--- src/hw/adc_seq_pkg.sv ---
/*
 * Constants, states and pin carrier for the ADC conversion sequencer.
 * Assumes a single 200 MHz system clock; all times are converted here.
 */
package adc_seq_pkg;

   // ************************************************************
   // Clock and timing figures
   // ************************************************************
   localparam int CLK_MHZ        = 200;
   localparam int ACQ_NS         = 700;
   localparam int CONV_HI_NS     = 25;
   localparam int CONV_LO_NS     = 25;
   localparam int RST_HI_NS      = 50;
   localparam int RST_CONV_NS    = 25;
   localparam int CS_CONV_NS     = 10;
   localparam int RD_LO_NS       = 15;
   localparam int RD_HI_NS       = 15;
   localparam int BUSY_RISE_NS   = 15;
   localparam int BUSY_MAX_NS    = 126200;

   // Least times round up; busy maximum rounds down, busy rise limit takes one cycle over its floor
   localparam int ACQ_CYC      = (ACQ_NS * CLK_MHZ + 999) / 1000;
   localparam int CONV_HI_CYC  = (CONV_HI_NS * CLK_MHZ + 999) / 1000;
   localparam int CONV_LO_CYC  = (CONV_LO_NS * CLK_MHZ + 999) / 1000;
   localparam int RST_HI_CYC   = (RST_HI_NS * CLK_MHZ + 999) / 1000;
   localparam int RST_CONV_CYC = (RST_CONV_NS * CLK_MHZ + 999) / 1000;
   localparam int CS_CONV_CYC  = (CS_CONV_NS * CLK_MHZ + 999) / 1000;
   localparam int RD_LO_CYC    = (RD_LO_NS * CLK_MHZ + 999) / 1000;
   localparam int RD_HI_CYC    = (RD_HI_NS * CLK_MHZ + 999) / 1000;
   localparam int BUSY_RISE_CYC = (BUSY_RISE_NS * CLK_MHZ) / 1000 + 1;
   localparam int BUSY_MAX_CYC = (BUSY_MAX_NS * CLK_MHZ) / 1000;

   // ************************************************************
   // Data shapes
   // ************************************************************
   localparam int CHANNELS = 8;
   localparam int WORD_W   = 16;
   localparam int OS_W     = 3;
   localparam int CNT_W    = 16;
   localparam int ACQ_W    = 8;

   // Pin levels driven toward the converter
   typedef struct packed {
      logic            conv_start_a;
      logic            conv_start_b;
      logic            adc_reset;
      logic            cs_n;
      logic            rd_n;
      logic [OS_W-1:0] oversample_ratio_pins;
   } adc_ctrl_s;

   localparam adc_ctrl_s CTRL_RESET = '{1'b0, 1'b0, 1'b0, 1'b1, 1'b1,
                                        3'h0};

   typedef enum logic [3:0] {
      ST_RST_HI   = 4'h0,
      ST_RST_GAP  = 4'h1,
      ST_IDLE     = 4'h2,
      ST_ACQ      = 4'h3,
      ST_CONV_HI  = 4'h4,
      ST_CONV_LO  = 4'h5,
      ST_BUSY_UP  = 4'h6,
      ST_BUSY_DN  = 4'h7,
      ST_RD_LO    = 4'h8,
      ST_RD_HI    = 4'h9,
      ST_CS_GAP   = 4'hA
   } seq_state_e;

endpackage

--- src/hw/result_store.sv ---
/*
 * Small result memory: one word per converter channel.
 * Assumes one clock; read data appear one cycle after the address.
 */
`timescale 1ns/100ps
`default_nettype none
module result_store
   import adc_seq_pkg::*;
#(
   parameter int DEPTH = CHANNELS,
   parameter int W     = WORD_W,
   parameter int AW    = $clog2(DEPTH)
)(
   input  wire logic          sys_clk,
   input  wire logic          wr_en,
   input  wire logic [AW-1:0] wr_addr,
   input  wire logic [W-1:0]  wr_data,
   input  wire logic [AW-1:0] rd_addr,
   output logic      [W-1:0]  rd_data
);

   logic [W-1:0] mem [DEPTH];

   // ************************************************************
   // Storage and registered read port
   // ************************************************************
   // No reset: contents are only meaningful after a completed read-out
   always_ff @(posedge sys_clk)
   begin
      if (wr_en)
      begin
         mem[wr_addr] <= wr_data;
      end
      rd_data <= mem[rd_addr];
   end

endmodule
`default_nettype wire

--- src/hw/adc_convert_read_sequencer.sv ---
/*
 * Host-side sequencer: resets the converter, starts conversions,
 * then reads all channel words in parallel mode after busy falls.
 * Assumes busy and the result bus are synchronous to sys_clk.
 */
`timescale 1ns/100ps
`default_nettype none
module adc_convert_read_sequencer
   import adc_seq_pkg::*;
#(
   parameter int BUSY_TIMEOUT = BUSY_MAX_CYC,
   parameter int NCH          = CHANNELS,
   parameter int AW           = $clog2(CHANNELS)
)(
   input  wire logic              sys_clk,
   input  wire logic              rstn,
   // User side
   input  wire logic              start_req,
   input  wire logic              reset_req,
   input  wire logic [OS_W-1:0]   os_ratio,
   output logic                   ready,
   output logic                   done,
   output logic                   timeout,
   input  wire logic [AW-1:0]     result_addr,
   output logic      [WORD_W-1:0] result_data,
   // Converter side
   output adc_ctrl_s              adc_ctrl,
   input  wire logic              busy,
   input  wire logic [WORD_W-1:0] parallel_result_bus,
   input  wire logic              first_channel_flag
);

   seq_state_e        state_r, state_nxt;
   logic [CNT_W-1:0]  cnt_r, cnt_nxt;
   logic [ACQ_W-1:0]  acq_r, acq_nxt;
   logic [AW-1:0]     chan_r, chan_nxt;
   adc_ctrl_s         ctrl_r, ctrl_nxt;
   logic              busy_r;
   logic              done_r, done_nxt;
   logic              tmo_r, tmo_nxt;
   logic              wr_en;
   logic              acq_ok;

   // Counter expiry test, used by every timed state except ST_ACQ
   function automatic logic expired(input logic [CNT_W-1:0] c,
                                    input int               lim);
      expired = (c >= CNT_W'(lim - 1));
   endfunction

   // ************************************************************
   // Acquisition timer since the last busy fall
   // ************************************************************
   // Saturates so an idle converter is always ready to start
   always_comb
   begin
      acq_nxt = acq_r;
      if (busy)
      begin
         acq_nxt = '0;
      end
      else if (acq_r != ACQ_W'(ACQ_CYC))
      begin
         acq_nxt = acq_r + ACQ_W'(1);
      end
   end

   // Start edge may only come after the full acquisition gap
   assign acq_ok = (acq_r == ACQ_W'(ACQ_CYC));

   always_ff @(posedge sys_clk or negedge rstn)
   begin
      if (!rstn)
      begin
         acq_r  <= ACQ_W'(ACQ_CYC);
         busy_r <= 1'b0;
      end
      else
      begin
         acq_r  <= acq_nxt;
         busy_r <= busy;
      end
   end

   // ************************************************************
   // Main sequence
   // ************************************************************
   always_comb
   begin
      state_nxt = state_r;
      cnt_nxt   = cnt_r + CNT_W'(1);
      chan_nxt  = chan_r;
      ctrl_nxt  = ctrl_r;
      done_nxt  = 1'b0;
      tmo_nxt   = tmo_r;
      wr_en     = 1'b0;
      case (state_r)
         ST_RST_HI:
         begin
            ctrl_nxt.adc_reset = 1'b1;
            cnt_nxt = ctrl_r.adc_reset ? cnt_r + CNT_W'(1) : '0;
            if (expired(cnt_r, RST_HI_CYC))
            begin
               ctrl_nxt.adc_reset = 1'b0;
               cnt_nxt   = '0;
               state_nxt = ST_RST_GAP;
            end
         end
         ST_RST_GAP:
         begin
            if (expired(cnt_r, RST_CONV_CYC))
            begin
               state_nxt = ST_IDLE;
            end
         end
         ST_IDLE:
         begin
            cnt_nxt = '0;
            if (reset_req)
            begin
               ctrl_nxt.adc_reset = 1'b1;
               state_nxt = ST_RST_HI;
            end
            else if (start_req)
            begin
               tmo_nxt   = 1'b0;
               state_nxt = ST_ACQ;
            end
         end
         ST_ACQ:
         begin
            cnt_nxt = '0;
            if (acq_ok && !busy)
            begin
               // Ratio moves with the start edge, long after busy fell
               ctrl_nxt.oversample_ratio_pins = os_ratio;
               // Both edges in one cycle: zero skew between them
               ctrl_nxt.conv_start_a = 1'b1;
               ctrl_nxt.conv_start_b = 1'b1;
               state_nxt = ST_CONV_HI;
            end
         end
         ST_CONV_HI:
         begin
            if (expired(cnt_r, CONV_HI_CYC))
            begin
               ctrl_nxt.conv_start_a = 1'b0;
               ctrl_nxt.conv_start_b = 1'b0;
               cnt_nxt   = '0;
               state_nxt = ST_CONV_LO;
            end
         end
         ST_CONV_LO:
         begin
            // Low time kept before anything else may happen
            if (expired(cnt_r, CONV_LO_CYC))
            begin
               cnt_nxt   = '0;
               state_nxt = busy_r ? ST_BUSY_DN : ST_BUSY_UP;
            end
         end
         ST_BUSY_UP:
         begin
            // Busy normally rose at the leading start edge
            if (busy)
            begin
               cnt_nxt   = '0;
               state_nxt = ST_BUSY_DN;
            end
            else if (expired(cnt_r, BUSY_RISE_CYC))
            begin
               // Missed busy: treat conversion as already finished
               cnt_nxt   = '0;
               state_nxt = ST_BUSY_DN;
            end
         end
         ST_BUSY_DN:
         begin
            // No read during conversion, so the early window is unused
            // and select stays high while busy
            if (!busy)
            begin
               ctrl_nxt.cs_n = 1'b0;
               chan_nxt  = '0;
               cnt_nxt   = '0;
               state_nxt = ST_RD_LO;
            end
            else if (expired(cnt_r, BUSY_TIMEOUT))
            begin
               tmo_nxt   = 1'b1;
               done_nxt  = 1'b1;
               state_nxt = ST_IDLE;
            end
         end
         ST_RD_LO:
         begin
            // Strobe follows select by at least one cycle
            ctrl_nxt.rd_n = ctrl_r.cs_n;
            if (ctrl_r.rd_n)
            begin
               cnt_nxt = '0;
            end
            else if (expired(cnt_r, RD_LO_CYC))
            begin
               wr_en     = 1'b1;
               ctrl_nxt.rd_n = 1'b1;
               cnt_nxt   = '0;
               state_nxt = ST_RD_HI;
            end
         end
         ST_RD_HI:
         begin
            if (chan_r == AW'(NCH - 1))
            begin
               // Select rises only after the strobe has risen
               ctrl_nxt.cs_n = 1'b1;
               cnt_nxt   = '0;
               state_nxt = ST_CS_GAP;
            end
            else if (expired(cnt_r, RD_HI_CYC))
            begin
               ctrl_nxt.rd_n = 1'b0;
               chan_nxt  = chan_r + AW'(1);
               cnt_nxt   = '0;
               state_nxt = ST_RD_LO;
            end
         end
         ST_CS_GAP:
         begin
            if (expired(cnt_r, CS_CONV_CYC))
            begin
               done_nxt  = 1'b1;
               state_nxt = ST_IDLE;
            end
         end
         default:
         begin
            ctrl_nxt  = CTRL_RESET;
            cnt_nxt   = '0;
            state_nxt = ST_IDLE;
         end
      endcase
   end

   // Reset state holds the device reset pulse from power-up
   always_ff @(posedge sys_clk or negedge rstn)
   begin
      if (!rstn)
      begin
         state_r <= ST_RST_HI;
         cnt_r   <= '0;
         chan_r  <= '0;
         ctrl_r  <= CTRL_RESET;
         done_r  <= 1'b0;
         tmo_r   <= 1'b0;
      end
      else
      begin
         state_r <= state_nxt;
         cnt_r   <= cnt_nxt;
         chan_r  <= chan_nxt;
         ctrl_r  <= ctrl_nxt;
         done_r  <= done_nxt;
         tmo_r   <= tmo_nxt;
      end
   end

   // ************************************************************
   // Result storage and outputs
   // ************************************************************
   // Channel order is sequential; the first-channel flag is not checked
   result_store #(
      .DEPTH (NCH),
      .W     (WORD_W),
      .AW    (AW)
   ) u_store (
      .sys_clk (sys_clk),
      .wr_en   (wr_en),
      .wr_addr (chan_r),
      .wr_data (parallel_result_bus),
      .rd_addr (result_addr),
      .rd_data (result_data)
   );

   assign adc_ctrl = ctrl_r;
   assign done     = done_r;
   assign timeout  = tmo_r;
   assign ready    = (state_r == ST_IDLE);

endmodule
`default_nettype wire

--- config.mk ---
export PLATFORM = sky130hd
export DESIGN_NAME = adc_convert_read_sequencer
export DESIGN_NICKNAME = d
export VERILOG_FILES = /design/src/hw/adc_seq_pkg.sv /design/src/hw/result_store.sv /design/src/hw/adc_convert_read_sequencer.sv
export SDC_FILE = /design/constraint.sdc
export NUM_CORES = 1
export LEC_CHECK = 0
export BUFFER_PORTS_ARGS = -buffer_cell sky130_fd_sc_hd__buf_2
export CORE_MARGIN = 2
export CORE_UTILIZATION = 45
export DETAILED_ROUTE_END_ITERATION = 10
export GPL_ROUTABILITY_DRIVEN = 1
export PLACE_DENSITY = 0.67
export SETUP_SLACK_MARGIN = 0.4
export SLEW_MARGIN = 25
export SYNTH_ARGS = -nofsm -noshare
export SYNTH_HDL_FRONTEND = slang
export SYNTH_HIERARCHICAL = 1
export SYNTH_SLANG_ARGS = --single-unit
--- constraint.sdc ---
create_clock -name sys_clk -period 2.4 [get_ports sys_clk]
set_input_delay 0.12 -clock sys_clk [delete_from_list [all_inputs] [get_ports sys_clk]]
set_output_delay 0.12 -clock sys_clk [all_outputs]
set_load 0.1 [all_outputs]
; Word-level counts from Yosys, hierarchy flattened
; Memory sizes are Yosys's and may differ from the RTL's. A register that Yosys moved wholly into a read port is not among the register bits.
; Cells that the tools add are included.
[word_totals]
mem_bits_rw = 128
n_memories = 1
inputBits = 28
wordCells = 147
ff_bits = 42
out_inout_bits = 27
[memory_table]
columns = memory, words, word_bits, read_ports, rd_clocked_by_memory_dff, write_ports, line
row1 = u_store.mem, 8, 16, 1, 1, 1, result_store.sv:22  ; logic [W-1:0] mem [DEPTH];
[classes]
n_lt_le_gt_ge = 6
n_eq_ne = 34
n_mux = 64
n_reduce_logical = 21
n_bitwise = 5
n_addsub = 3
[ops]
columns = op, count
row1 = $mux W16, 9
row2 = $pmux W16 S7, 1
row3 = $mux W4, 16
row4 = $pmux W4 S11, 1
row5 = $reduce_or A9 Y1, 4
row6 = $ne A2 B2 Y1 const B, 17
row7 = $ge A16 B2 Y1 const B, 2
row8 = $mux W1, 21
row9 = $add A16 B1 Y16 const B, 1
row10 = $eq A4 B3 Y1 const B, 4
row11 = $ge A16 B1 Y1 const B, 1
row12 = $ge A16 B15 Y1 const B, 1
row13 = $ge A16 B3 Y1 const B, 1
row14 = $ge A16 B4 Y1 const B, 1
row15 = $mux W8, 2
row16 = $eq A4 B4 Y1 const B, 3
row17 = $mux W3, 4
row18 = $ne A3 B3 Y1 const B, 4
row19 = $pmux W3 S2, 2
row20 = $reduce_and A12 Y1, 1
row21 = $reduce_or A10 Y1, 1
row22 = $pmux W1 S3, 3
row23 = $reduce_and A3 Y1, 3
row24 = $add A8 B1 Y8 const B, 1
row25 = other kinds (18), 29

; Longest topological paths before layout
[logic_depth]
depth_word = 6
ltp_mapped = 9

; Cells and area by module
; The synthesis kept the hierarchy.
[by_module_without_submodules]
columns = mod, instances, cells_each, seq_area_each_um2, area_each_um2
row1 = result_store, 1, 214, 4164.0, 5293.8
row2 = adc_convert_read_sequencer, 1, 275, 1032.2, 2543.7

; Worst setup path before layout
; Ideal clock, no wire load.
[synth_path]
kind = register -> register
start = reg state_r[2]
end = reg state_r[0]
slack_ps = -804
required_ps = 2275
setup_ps = 125
path_stages_with_launch = 7
arrival_time_ps = 3079
path_buffers = 1
cell_sequence = dfrtp_1 > buf_2 > nor4b_2 > a32o_1 > a21oi_1 > nor4b_4 > mux2_4
[synth_via]
elab_chain_len = 3
[synth_lines]
columns = element, line
row1 = "start, declared", adc_convert_read_sequencer.sv:33  ; seq_state_e state_r, state_nxt;
row2 = "start signal, assigned", adc_convert_read_sequencer.sv:258  ; state_r <= state_nxt;
row3 = $eq A4 B2 Y1 (*), n/a
row4 = via ready, adc_convert_read_sequencer.sv:21  ; output logic ready,
row5 = $ne A3 B3 Y1 (no line), n/a
row6 = $reduce_and A12 Y1 (no line), n/a
; Mark *: on every way through the listed nets, which the timed path passes. The rest lies on a longest branch.
; A chain may end at the register's enable or synchronous reset.

; Worst setup path in the final report
[layout_path]
start = reg cnt_r[0]
end = reg state_r[0]
[layout_via]
elab_chain_len = 3
[layout_lines]
columns = element, line
row1 = "start, declared", adc_convert_read_sequencer.sv:34  ; logic [CNT_W-1:0] cnt_r, cnt_nxt;
row2 = "start signal, assigned", adc_convert_read_sequencer.sv:259  ; cnt_r <= cnt_nxt;
row3 = "$ge A16 B2 Y1, or another cell as far along", adc_convert_read_sequencer.sv:47  ; expired = (c >= CNT_W'(lim - 1));
row4 = $ne A3 B3 Y1 (no line) / $ne A2 B2 Y1 (equally long branches), n/a
row5 = $reduce_and A12 Y1 (no line) (*), n/a
; Every way passes the cells marked *; elsewhere a longest branch is shown, timed or not.

==> results.py <==
metrics = {
    "cts": {
        "cts.sinks": 185,
        "clockBufferDepth": 2,
        "cts_root_buf": "clkbuf_16",
        "cts_buffers": 17,
        "cts_max_level": 4,
        "clkTransAtPathRegs_ns": 0.07,
        "cts_tree": "built",
        "clk_latency_ns": 0.43,
    },
    "final_layout": {
        "final-seq-area_sq_um": 5199,
        "nets": 656,
        "drive_gt1_share_pct": 33.65,
        "diodes": 0,
        "multi_input_area_sq_um": 2668,
        "instances_no_fill": 858,
        "fillerInstances": 1358,
        "fin_area_sq_um": 9888,
        "area_growth_syn_to_layout_pct": 26.17,
        "fin_util_pct": 57.57,
    },
    "setup_path": {
        "critical_path.startpoint": "cnt_r[0]",
        "startpoint_type": "flip-flop",
        "r2r-start": "cnt_r[0]",
        "worstSetupPathType": "flip-flop to flip-flop",
        "end_kind": "flip-flop",
        "cp_data_arrival_time_ns": 2.49,
        "crit_path_top_delay_cell": "dfrtp_2",
        "timing.rr.end": "state_r[0]",
        "critPathMaxStageDelay_ns": 0.46,
        "worstPathRequired_ns": 2.72,
        "worstPathCellList": "ha_2 > a21o_1 > a211o_1 > a211oi_4 > nor4b_4 > buf_4 > mux2_4",
        "r2r_setup_slack_ns": 0.23,
        "crit_path_max_fanout": 7,
        "ff2ff_path_depth": 7,
    },
    "drt": {
        "final_antenna_net_count": 0,
        "viasPerCell": 5.314,
        "post-route-drc-count": 0,
        "post_drt_wl_per_cell_um": 17.90,
        "drt_iter0_markers": 213,
        "firstDrtPassIters": 5,
        "finalWirelength_um": 15360,
        "vias": 4559,
    },
    "synthesis": {
        "syn-cell-area_sq_um": 7838,
        "synth_cells": 489,
        "yosysSeqAreaShare_pct": 66.30,
        "synthFlopType": "edfxtp_1",
        "synth.area.top_cells": "edfxtp_1, dfrtp_1, mux4_1, dfxtp_1, mux2_2",
        "synth_edf_count": 128,
        "ys_seq_elements": 185,
        "synth_cell_types": 66,
        "yosys_warnings": 6,
        "yosysMostFrequentCell": "edfxtp_1",
        "synth_commonest_cells": "edfxtp_1, nor2_1, dfrtp_1, mux4_1, nand2_1",
        "synth_top_cell_area_share_pct": 49.04,
        "avgSynthCellArea_sq_um": 16.03,
        "async_flop_share_pct": 22.16,
        "yosysTopAreaCell": "edfxtp_1",
        "syn_nets": 525,
    },
    "job": {
        "maxCapViolations": 0,
    },
    "timing": {
        "skew_ns": 0.009746,
        "period_needed_ns": 2.171,
        "fmax_ghz": 0.4607,
        "period_share_pct": 90.44,
        "hold_violations": 0,
        "hold_ws_ns": 0.09830,
        "worst_slew_pin_slew_ns": 0.7380,
        "relSlewSlack_pct": 50.80,
        "drv_slew": 0,
        "fin_setup_tns_ns": 0,
        "fin_ws_ns": 0.2294,
        "setup_viol_count_final": 0,
        "rsz0062_at_grt": "true",
    },
    "status": {
        "status": "finished, final reports clean",
    },
    "global_route": {
        "grt_pass1_vias": 4635,
        "overflow": 0,
        "antenna_found_initial": 0,
        "grt_pass1_wl_um": 23820,
        "track_usage_pct": 17.31,
        "grt_max_degree": 42,
    },
    "placed_design": {
        "pre_cts_ws_ns": 0.1485,
        "place_inst": 772,
        "placed_cell_area_sq_um": 8563,
        "place_hpwl_um": 9164,
        "port_buffers": 53,
        "routabilityCongestion": 0.8329,
    },
    "pwr": {
        "sw_frac_of_total_pct": 30.44,
        "intPower_mw": 5.911,
        "p_total_mw": 8.497,
        "p_leak_nw": 3.739,
        "powerDensity_nw_per_um2": 859.4,
        "comb_power_share_pct": 25.1,
        "clock_power_share_pct": 32.3,
        "ir_worst_vdd_mv": 0.7173,
        "seq_power_share_pct": 42.7,
        "power_switching_mw": 2.586,
    },
    "floorplanning": {
        "die_area_sq_um": 18490,
        "die_w_um": 136.0,
        "coreArea_sq_um": 17180,
        "pin_count": 55,
        "rows": 48,
        "die_h_um": 136.0,
        "start_util_pct": 45.63,
    },
    "min_path": {
        "min_path_type": "input pin to asynchronous set/reset pin",
    },
}
==> routing by layer <==
metal  track usage, %  wire length [um]  share of wire (%)  up-vias
met5                0                 0                  0        -
met4            5.440               176                1.1        0
met3            5.145               637                4.1       15
met2            29.18              7873                 51      101
met1            21.59              6670                 43     2295
li1                 -                 -                  -     2148
==> worst max-delay path: cells and delay by family, from the launching register on <==
kind | cells | cell delay (ns)
flops | 1 | 0.46
fa+ha+maj | 1 | 0.23
simple gates | 1 | 0.08
buf+inv | 1 | 0.17
compound gates | 3 | 0.83
mux | 1 | 0.29
==> timing repair <==
action                                 4_1_cts  5_1_grt
gates cloned                                 0        1
setup endpoints to repair                  147      150
endpoints found under the hold margin      169        0
hold buffers                                22        0
buffers inserted                            23        7
pin swaps                                   21        6
resized for setup                           31       23
==> logic make-up after synthesis <==
| kind of cell | after synthesis | share of synthesized area [%] |
|---|---|---|
| and+or+nand+nor | 129 | 8.924 |
| buffers and inverters | 38 | 2.602 |
| xor gates and xnor gates | 19 | 2.123 |
| DFF | 185 | 66.30 |
| adders and majority gates | 8 | 1.277 |
| AOI/OAI and AO/OA | 57 | 5.236 |
| muxes | 53 | 13.54 |
==> registers in the layout, indices dropped and copies added, names as in the netlist <==
register         cells
cnt_r               16
adc_ctrl             7
acq_r                8
busy_r               1
timeout              1
u_store/rd_data     16
state_r              4
done                 1
chan_r               3
u_store/mem        128
==> cell usage in the layout (no fill, tap or decap), types with 4 or more instances in the layout <==
| master | count |
|---|---|
| edfxtp_1 | 128 |
| nand2b_1 | 7 |
| nor2_4 | 7 |
| buf_12 | 9 |
| dfrtp_1 | 34 |
| clkbuf_16 | 17 |
| nor2_1 | 30 |
| dfstp_2 | 5 |
| ha_1 | 5 |
| o21ai_0 | 14 |
| nor2_2 | 7 |
| nand2_1 | 23 |
| inv_1 | 15 |
| o22ai_1 | 4 |
| dfxtp_1 | 16 |
| nand4_1 | 4 |
| buf_2 | 52 |
| a21oi_1 | 9 |
| buf_6 | 15 |
| dlygate4sd3_1 | 22 |
| xnor2_1 | 7 |
| mux4_1 | 28 |
| mux4_2 | 4 |
| buf_4 | 37 |
| nor3_1 | 4 |
| xor2_1 | 12 |
| nand3_1 | 14 |
| mux2_2 | 16 |
| mux2i_1 | 4 |
| a31oi_1 | 4 |
==> how the worst max path moves through the flow <==
stage                 endpoint  slack (ns)
global route        state_r[0]        0.16
floorplan           state_r[0]       -0.09
CTS                 state_r[0]        0.21
finish              state_r[0]        0.23
detailed placement  state_r[0]        0.15
global placement     cnt_r[15]        0.12
==> layout make-up <==
class                           count  area share, %
Clock buffer                       20          4.416
Clock inverter                     12          1.417
Inverter                           15         0.5694
Multi-Input combinational cell    266          26.98
Sequential cell                   185          52.58
Tap cell                          225          2.847
Timing Repair Buffer              135          11.20
==> power by group through the flow <==
stage / logic (mW) / registers, mW / clock network, mW
3_5_place_dp: 1.79 / 3.68 / 0
3_3_place_gp: 1.74 / 3.68 / 0
5_1_grt: 2.26 / 3.64 / 2.91
4_1_cts: 2.01 / 3.62 / 2.78
2_1_floorplan: 1.00 / 4.05 / 0
6_report: 2.13 / 3.62 / 2.74
Note: power is estimated with default switching activity, not from simulation.
